$ cat src/verilog/dcc_pkg.sv
// constants for the dual comparator control register bank
//
// Summary of operation
// - Bit 7 of each control register turns its comparator on when set and off when clear.
// - Bit 6 is a read-only result that reads 1 when the positive input is higher, or the complement if inverted.
// - Bit 5 set sends the comparator result to its output pin, clear keeps it internal.
// - Bit 4 set inverts the result before it reaches the result bit and the pin.
// - Bit 2 set takes the positive input from the internal reference, clear from the positive input pin.
// - Bits 1-0 choose which of four shared negative input pins feeds the negative input.
// - The pin is driven only when pin drive, enable and a cleared pin direction bit all hold together.
// - Any device reset returns both control registers to zero, switching both comparators off.
// - Each read or write of a control register captures the result into a change latch, and a change event
// fires on the edge where the result first differs from that latch.
package dcc_pkg;

	// ************************************************************
	// register map
	// ************************************************************
	localparam logic [1:0] DCC_ADDR_CMP_ONE = 2'h0;
	localparam logic [1:0] DCC_ADDR_CMP_TWO = 2'h1;
	localparam int DCC_NUM_CMP = 2;
	localparam logic [7:0] DCC_CTRL_RESET = 8'h00;
	localparam logic [7:0] DCC_UNMAPPED_READ = 8'h00;

	// ************************************************************
	// field positions
	// ************************************************************
	localparam int DCC_BIT_ENABLE = 7;
	localparam int DCC_BIT_RESULT = 6;
	localparam int DCC_BIT_PIN_DRIVE = 5;
	localparam int DCC_BIT_INVERT = 4;
	localparam int DCC_BIT_UNUSED = 3;
	localparam int DCC_BIT_REF_SEL = 2;
	localparam int DCC_CH_MSB = 1;
	localparam int DCC_CH_LSB = 0;

	// bits that software may change; result and bit 3 are excluded
	localparam logic [7:0] DCC_WRITE_MASK = 8'hB7;

endpackage

$ cat src/verilog/dcc_cmp_chan.sv
// one comparator channel: input synchroniser, polarity, change latch and event edge
`timescale 1ns/100ps
module dcc_cmp_chan (
	input wire logic mclk_in,
	input wire logic reset_n_in,
	input wire logic clk_en_in,
	input wire logic raw_in,
	input wire logic enable_in,
	input wire logic invert_in,
	input wire logic capture_in,
	output logic result_out,
	output logic change_out
);

	// ************************************************************
	// synchroniser and result
	// ************************************************************
	logic sync1_q;
	logic sync2_q;
	logic result_q;
	logic result_d;
	logic latch_q;
	logic latch_d;
	logic mism_q;
	logic mism_d;
	logic change_d;

	// a disabled comparator is taken as a low raw level
	assign result_d = (sync2_q & enable_in) ^ invert_in;
	// the capture samples the value software sees in the same read
	assign latch_d = capture_in ? result_q : latch_q;
	assign mism_d = result_q ^ latch_q;
	// edge, not level: one event per departure from the latch
	assign change_d = mism_d & ~mism_q & ~capture_in;

	// raw comparator output is asynchronous to the clock
	always_ff @(posedge mclk_in) begin
		if (!reset_n_in) begin
			sync1_q <= 1'b0;
			sync2_q <= 1'b0;
		end else if (clk_en_in) begin
			sync1_q <= raw_in;
			sync2_q <= sync1_q;
		end
	end

	// result, change latch and event pulse
	always_ff @(posedge mclk_in) begin
		if (!reset_n_in) begin
			result_q <= 1'b0;
			latch_q <= 1'b0;
			mism_q <= 1'b0;
			change_out <= 1'b0;
		end else if (clk_en_in) begin
			result_q <= result_d;
			latch_q <= latch_d;
			mism_q <= mism_d & ~capture_in;
			change_out <= change_d;
		end
	end

	assign result_out = result_q;

endmodule

$ cat src/verilog/dcc_regs.sv
// dual comparator control registers with result readback, pin control and change events
//
// Implementation choices: the placing of the registers and strobed register access.
`timescale 1ns/100ps
module dcc_regs (
	input wire logic mclk_in,
	input wire logic reset_n_in,
	input wire logic clk_en_in,
	input wire logic [1:0] addr_in,
	input wire logic [7:0] wdata_in,
	input wire logic wr_in,
	input wire logic rd_in,
	output logic [7:0] rdata_out,
	input wire logic cmp_a_raw_in,
	input wire logic cmp_b_raw_in,
	input wire logic cmp_a_pin_direction_in,
	input wire logic cmp_b_pin_direction_in,
	output logic cmp_a_enable_out,
	output logic cmp_b_enable_out,
	output logic cmp_a_ref_sel_out,
	output logic cmp_b_ref_sel_out,
	output logic [1:0] cmp_a_neg_channel_out,
	output logic [1:0] cmp_b_neg_channel_out,
	output logic cmp_a_result_out,
	output logic cmp_b_result_out,
	output logic cmp_a_pin_out,
	output logic cmp_b_pin_out,
	output logic cmp_a_pin_oe_out,
	output logic cmp_b_pin_oe_out,
	output logic cmp_a_change_out,
	output logic cmp_b_change_out
);

	// ************************************************************
	// helper functions
	// ************************************************************

	// pin is driven only with all three conditions at once
	function automatic logic pin_drive_ok(input logic [7:0] ctrl, input logic dir);
		pin_drive_ok = ctrl[dcc_pkg::DCC_BIT_PIN_DRIVE] & ctrl[dcc_pkg::DCC_BIT_ENABLE] & ~dir;
	endfunction

	// address decode for one comparator register
	function automatic logic reg_hit(input logic [1:0] addr, input int idx);
		reg_hit = (idx == 0) ? (addr == dcc_pkg::DCC_ADDR_CMP_ONE) : (addr == dcc_pkg::DCC_ADDR_CMP_TWO);
	endfunction

	// ************************************************************
	// register state and decode
	// ************************************************************
	logic [7:0] ctrl_q [dcc_pkg::DCC_NUM_CMP];
	logic [7:0] ctrl_d [dcc_pkg::DCC_NUM_CMP];
	logic [dcc_pkg::DCC_NUM_CMP-1:0] hit;
	logic [dcc_pkg::DCC_NUM_CMP-1:0] wr_hit;
	logic [dcc_pkg::DCC_NUM_CMP-1:0] capture;
	logic [dcc_pkg::DCC_NUM_CMP-1:0] raw;
	logic [dcc_pkg::DCC_NUM_CMP-1:0] dir;
	logic [dcc_pkg::DCC_NUM_CMP-1:0] result;
	logic [dcc_pkg::DCC_NUM_CMP-1:0] change;
	logic [dcc_pkg::DCC_NUM_CMP-1:0] pin_q;
	logic [dcc_pkg::DCC_NUM_CMP-1:0] pin_oe_q;
	logic [7:0] view [dcc_pkg::DCC_NUM_CMP];
	logic [7:0] rdata_d;
	logic [7:0] rdata_q;

	assign raw = {cmp_b_raw_in, cmp_a_raw_in};
	// direction bits come from the port logic on this clock
	assign dir = {cmp_b_pin_direction_in, cmp_a_pin_direction_in};

	// ************************************************************
	// per comparator decode and channel
	// ************************************************************
	genvar gi;
	generate
		for (gi = 0; gi < dcc_pkg::DCC_NUM_CMP; gi++) begin : g_cmp
			assign hit[gi] = reg_hit(addr_in, gi);
			assign wr_hit[gi] = wr_in & hit[gi];
			// a write includes a read, so both capture the result
			assign capture[gi] = (rd_in | wr_in) & hit[gi];
			// result bit and bit 3 are kept out of the write path
			assign ctrl_d[gi] = wr_hit[gi] ? (wdata_in & dcc_pkg::DCC_WRITE_MASK) : ctrl_q[gi];
			// software view: stored fields plus live result, bit 3 zero
			assign view[gi] = {ctrl_q[gi][7], result[gi], ctrl_q[gi][5:4], 1'b0, ctrl_q[gi][2:0]};

			dcc_cmp_chan u_chan (
				.mclk_in(mclk_in),
				.reset_n_in(reset_n_in),
				.clk_en_in(clk_en_in),
				.raw_in(raw[gi]),
				.enable_in(ctrl_q[gi][dcc_pkg::DCC_BIT_ENABLE]),
				.invert_in(ctrl_q[gi][dcc_pkg::DCC_BIT_INVERT]),
				.capture_in(capture[gi]),
				.result_out(result[gi]),
				.change_out(change[gi])
			);

			// control register; reset turns the comparator off
			always_ff @(posedge mclk_in) begin
				if (!reset_n_in) begin
					ctrl_q[gi] <= dcc_pkg::DCC_CTRL_RESET;
				end else if (clk_en_in) begin
					ctrl_q[gi] <= ctrl_d[gi];
				end
			end

			// pin value and enable, registered so outputs come from flops
			always_ff @(posedge mclk_in) begin
				if (!reset_n_in) begin
					pin_q[gi] <= 1'b0;
					pin_oe_q[gi] <= 1'b0;
				end else if (clk_en_in) begin
					pin_q[gi] <= result[gi];
					pin_oe_q[gi] <= pin_drive_ok(ctrl_q[gi], dir[gi]);
				end
			end
		end
	endgenerate

	// ************************************************************
	// read data
	// ************************************************************

	// unmapped addresses read as zero; no side effect there
	assign rdata_d = !rd_in ? dcc_pkg::DCC_UNMAPPED_READ :
		hit[0] ? view[0] :
		hit[1] ? view[1] : dcc_pkg::DCC_UNMAPPED_READ;

	// data stand for exactly one cycle after the read strobe
	always_ff @(posedge mclk_in) begin
		if (!reset_n_in) begin
			rdata_q <= 8'h00;
		end else if (clk_en_in) begin
			rdata_q <= rdata_d;
		end
	end

	// ************************************************************
	// outputs
	// ************************************************************
	assign rdata_out = rdata_q;
	assign cmp_a_enable_out = ctrl_q[0][dcc_pkg::DCC_BIT_ENABLE];
	assign cmp_b_enable_out = ctrl_q[1][dcc_pkg::DCC_BIT_ENABLE];
	assign cmp_a_ref_sel_out = ctrl_q[0][dcc_pkg::DCC_BIT_REF_SEL];
	assign cmp_b_ref_sel_out = ctrl_q[1][dcc_pkg::DCC_BIT_REF_SEL];
	assign cmp_a_neg_channel_out = ctrl_q[0][dcc_pkg::DCC_CH_MSB:dcc_pkg::DCC_CH_LSB];
	assign cmp_b_neg_channel_out = ctrl_q[1][dcc_pkg::DCC_CH_MSB:dcc_pkg::DCC_CH_LSB];
	assign cmp_a_result_out = result[0];
	assign cmp_b_result_out = result[1];
	assign cmp_a_pin_out = pin_q[0];
	assign cmp_b_pin_out = pin_q[1];
	assign cmp_a_pin_oe_out = pin_oe_q[0];
	assign cmp_b_pin_oe_out = pin_oe_q[1];
	assign cmp_a_change_out = change[0];
	assign cmp_b_change_out = change[1];

	// ************************************************************
	// assertions
	// ************************************************************

	// enable bit follows a write to comparator one
	a_enable_write: assert property (@(posedge mclk_in) disable iff (!reset_n_in)
		(clk_en_in && wr_in && addr_in == dcc_pkg::DCC_ADDR_CMP_ONE)
		|=> cmp_a_enable_out == $past(wdata_in[7]))
		else $error("enable bit did not follow write");

	// enable stays put while no write reaches comparator two
	a_enable_hold: assert property (@(posedge mclk_in) disable iff (!reset_n_in)
		!(wr_in && addr_in == dcc_pkg::DCC_ADDR_CMP_TWO) |=> $stable(cmp_b_enable_out))
		else $error("enable bit changed without a write");

	// read data bit 6 shows the result at the time of the read
	a_result_readback: assert property (@(posedge mclk_in) disable iff (!reset_n_in)
		(clk_en_in && rd_in && addr_in == dcc_pkg::DCC_ADDR_CMP_ONE)
		|=> rdata_out[6] == $past(result[0]))
		else $error("result bit not read back");

	// pin value tracks the polarity adjusted result one cycle later
	a_pin_value: assert property (@(posedge mclk_in) disable iff (!reset_n_in)
		clk_en_in |=> cmp_a_pin_out == $past(cmp_a_result_out))
		else $error("pin value differs from result");

	// pin driven only with drive, enable and cleared direction
	a_pin_gating: assert property (@(posedge mclk_in) disable iff (!reset_n_in)
		clk_en_in |=> cmp_b_pin_oe_out == ($past(ctrl_q[1][5]) && $past(ctrl_q[1][7]) && !$past(dir[1])))
		else $error("pin enable gating wrong");

	// reference select follows a write
	a_ref_write: assert property (@(posedge mclk_in) disable iff (!reset_n_in)
		(clk_en_in && wr_in && addr_in == dcc_pkg::DCC_ADDR_CMP_TWO)
		|=> cmp_b_ref_sel_out == $past(wdata_in[2]))
		else $error("reference select did not follow write");

	// channel field follows a write
	a_channel_write: assert property (@(posedge mclk_in) disable iff (!reset_n_in)
		(clk_en_in && wr_in && addr_in == dcc_pkg::DCC_ADDR_CMP_ONE)
		|=> cmp_a_neg_channel_out == $past(wdata_in[1:0]))
		else $error("channel field did not follow write");

	// bit 3 never reads as one, even after writing it
	a_unused_zero: assert property (@(posedge mclk_in) disable iff (!reset_n_in)
		(clk_en_in && rd_in) |=> rdata_out[3] == 1'b0)
		else $error("unimplemented bit read as one");

	// reset leaves both registers cleared
	a_reset_clears: assert property (@(posedge mclk_in)
		!reset_n_in |=> (ctrl_q[0] == 8'h00 && ctrl_q[1] == 8'h00 && !cmp_a_pin_oe_out && !cmp_b_pin_oe_out))
		else $error("reset did not clear control");

	// change event is a single cycle pulse
	a_change_pulse: assert property (@(posedge mclk_in) disable iff (!reset_n_in)
		(clk_en_in && cmp_a_change_out) |=> !cmp_a_change_out)
		else $error("change event longer than one cycle");

	// no event in the cycle after a capture
	a_capture_quiet: assert property (@(posedge mclk_in) disable iff (!reset_n_in)
		(clk_en_in && capture[1]) |=> !cmp_b_change_out)
		else $error("change event right after capture");

	// read data stand only in the cycle after a read
	a_read_single: assert property (@(posedge mclk_in) disable iff (!reset_n_in)
		(clk_en_in && !rd_in) |=> rdata_out == 8'h00)
		else $error("read data without read strobe");

endmodule

$ cat config.mk
export PLATFORM = sky130hd
export DESIGN_NAME = dcc_regs
export DESIGN_NICKNAME = d
export VERILOG_FILES = /design/src/verilog/dcc_pkg.sv /design/src/verilog/dcc_cmp_chan.sv /design/src/verilog/dcc_regs.sv
export SDC_FILE = /design/constraint.sdc
export NUM_CORES = 1
export LEC_CHECK = 0
export CORE_MARGIN = 2
export CORE_UTILIZATION = 45
export CTS_BUF_LIST = sky130_fd_sc_hd__clkbuf_16
export DETAILED_ROUTE_END_ITERATION = 8
export DONT_BUFFER_PORTS = 1
export PLACE_DENSITY = 0.67
export SLEW_MARGIN = 20
export SYNTH_ARGS = -nofsm -noshare
export SYNTH_HDL_FRONTEND = slang
export SYNTH_HIERARCHICAL = 1
export SYNTH_SLANG_ARGS = --single-unit
$ cat constraint.sdc
create_clock -name mclk_in -period 1.5 [get_ports mclk_in]
set_input_delay 0.3 -clock mclk_in [delete_from_list [all_inputs] [get_ports mclk_in]]
set_output_delay 0.3 -clock mclk_in [all_outputs]
set_load 0.01 [all_outputs]
==> qor.txt <==
Maximum vdd drop - 0.559 mV
Synthesized area per cell - 12.2 um2
Vias - 913
Syn. warnings - 6
Root buf cell - clkbuf_16
H-tree levels - 2
Synthesized cell area - 1490 um2
Syn_nets - 141
Cts bufs inserted - 5
Max-cap violations - 0
Initial antenna violation count - 0
Mapped Cells - 122
Synth area leaders - dfxtp_1 (31%), edfxtp_1 (24%), mux2i_1 (8.7%), nand3b_1 (4.5%), o2bb2ai_1 (4.1%)
Status - finished clean
Count leader, synth - dfxtp_1
Final setup violation count - 0
Standard-cell row count - 20
Max Slew Vio Count - 0
CP required - 1.20 ns
Via/cell ratio - 5.53
Maximum clock rate - 0.915 GHz
Register area share after synthesis - 0.550
Clk_lat worst skew - 0.28 ns
Synthesis-to-finish area growth - 8.31%
Clk_skew - 0.00371 ns
Ys async rst share - 0
Critical-path maximum fanout - 5
Layout Cells excl Fill - 165
Tmin final - 1.09 ns
First-pass GRT wire length - 4370 um
Post-CTS setup repair buffer count - 0
Pin count of the biggest net entering global routing - 36
Hold path startpoint - clk_en_in
Hold worst-path end - g_cmp[0].u_chan/result_out
Post-DP HPWL - 1860 um
P per Cell Area - 1330 nW/um2
Routability congestion estimate - 0.714
Dpl cell area - 1480 um2
Fill count - 308
FF/Latch Area - 821 um2
FF-to-FF End - g_cmp[0].u_chan/result_out
Post-route ant nets - 0
Leak - 0.617 nW
Worst Setup Path Type - reg2out
Hold crit path type - in2reg
Largest area contributor in the netlist - dfxtp_1
Ports - 43
# resized after CTS - 0
Post-route clock period utilization - 0.729
Routed wire length - 2730 um
Worst R2R Path Depth - 2
Area share of the largest cell type after synthesis - 0.309
Fin nets - 139
Clk sinks - 35
CTS Buffer Depth - 2
Rel. slew slack - 0.642
Synth cell types - 27
PortBufs - 0
Overflow after GRT - 0
CP startpoint kind - flip-flop
All-Layer GR Usage - 0.166
Vias in the first global route - 926
Dpl cells - 157
Starting density of the core - 0.481
Primary FF master, synth - dfxtp_1
Starting DRC count in detailed routing - 30
Synth cell count leaders - dfxtp_1 (23), mux2i_1 (13), edfxtp_1 (12)
TritonCTS clock tree - done
Worst R2R Start - ctrl_q[0][7]
Die ar. - 3790 um2
Crit end category - output port
Core ar. - 3100 um2
First-pass detailed-route iteration total - 3
Share of layout cells above drive strength 1 - 0.0909
Final design area excluding fillers - 1620 um2
Final Hold Fails - 0
Antenna cell count - 0
Worst R2R Setup Slack - 0.49 ns
Die X - 61.6 um
Clk pin slew, worst setup/hold paths - 0.05 ns
Hold depth - 1
Crit path arrival time - 0.79 ns
RSZ-0062 raised after global routing - no
# DRC - 0
DIE HEIGHT - 61.6 um
Multi-input logic area - 583 um2
EDFF count, synth - 12
Seq cells post-synth - 35
Avg WL per Cell - 16.6 um
# hold bufs at CTS - 0
Setup TNS - 0 ns
Worst Max-Slew Pin Slew - 0.536 ns
-- cell usage in the layout (no fill, tap or decap), types with 5 or more instances in the layout --
master / count
nor2b_1: 7
edfxtp_1: 12
dfxtp_1: 23
mux2i_1: 13
clkbuf_16: 5
o21ai_0: 6
and3_1: 8
nand3b_1: 9
o2bb2ai_1: 7
-- layout make-up --
class,count,share of cell area
tap,44,0.0341
timing repair buffer,2,0.00930
sequential,35,0.508
inverter,1,0.00232
multi-input combinational,75,0.361
clock buffer,5,0.0775
clock inverter,3,0.00775
-- flip-flops by register name, indices dropped and copies added (netlist names) --
signal and count:
ctrl_q 12, rdata_out 7, g_cmp.u_chan/change_out 2, g_cmp.u_chan/latch_q 2, g_cmp.u_chan/mism_q 2, g_cmp.u_chan/result_out 2
g_cmp.u_chan/sync1_q 2, g_cmp.u_chan/sync2_q 2, cmp_a_pin_oe_out 1, cmp_a_pin_out 1, cmp_b_pin_oe_out 1, cmp_b_pin_out 1
-- cell families (layout without fill, tap and decap cells) --
kind of cell / Yosys count / in the layout / share of synthesized area
AO/OA/AOI/OAI: 26 / 26 / 0.125
XOR/XNOR: 2 / 2 / 0.0117
buffers and inverters: 12 / 11 / 0.0587
flip-flops: 35 / 35 / 0.550
multiplexers: 13 / 13 / 0.0872
other: 1 / 1 / 0.00251
AND/OR/NAND/NOR: 33 / 33 / 0.164
-- where the power goes --
part           internal, mW  leakage (nW)  switching, mW
clock network         0.598        0.0724          0.351
logic                0.0618         0.240         0.0413
registers              1.04         0.304         0.0581
total                  1.70         0.617          0.450
-- through the flow --
step | setup slack (ns) | hold WS [ns] | utilization | power (mW)
2_1_floorplan | 0.206 | 0.418 | - | 1.22
3_3_place_gp | 0.304 | 0.405 | 0.476 | 1.22
3_5_place_dp | 0.283 | 0.419 | 0.476 | 1.22
4_1_cts | 0.401 | 0.128 | 0.521 | 2.17
5_1_grt | 0.371 | 0.136 | 0.521 | 2.24
6_report | 0.407 | 0.137 | 0.521 | 2.15
-- worst max-delay path by stage --
stage / startpoint / endpoint / slack [ns] / depth (start not counted)
global placement: addr_in[1] / ctrl_q[1][0] / 0.30 / 3
global route: ctrl_q[0][7] / cmp_a_enable_out / 0.37 / 0
CTS: ctrl_q[0][7] / cmp_a_enable_out / 0.40 / 0
detailed placement: addr_in[1] / ctrl_q[1][4] / 0.28 / 3
finish: ctrl_q[0][7] / cmp_a_enable_out / 0.41 / 0
floorplan: addr_in[0] / ctrl_q[1][0] / 0.21 / 3
-- layer usage --
metal / routed length (um) / up-vias / global-route usage
met1: 1180 / 441 / 0.192
met5: 0 / - / 0
li1: - / 437 / -
met4: 39 / 0 / 0.0912
met2: 1280 / 29 / 0.251
met3: 233 / 6 / 0.0798
Note: power is estimated with default switching activity, not from simulation.
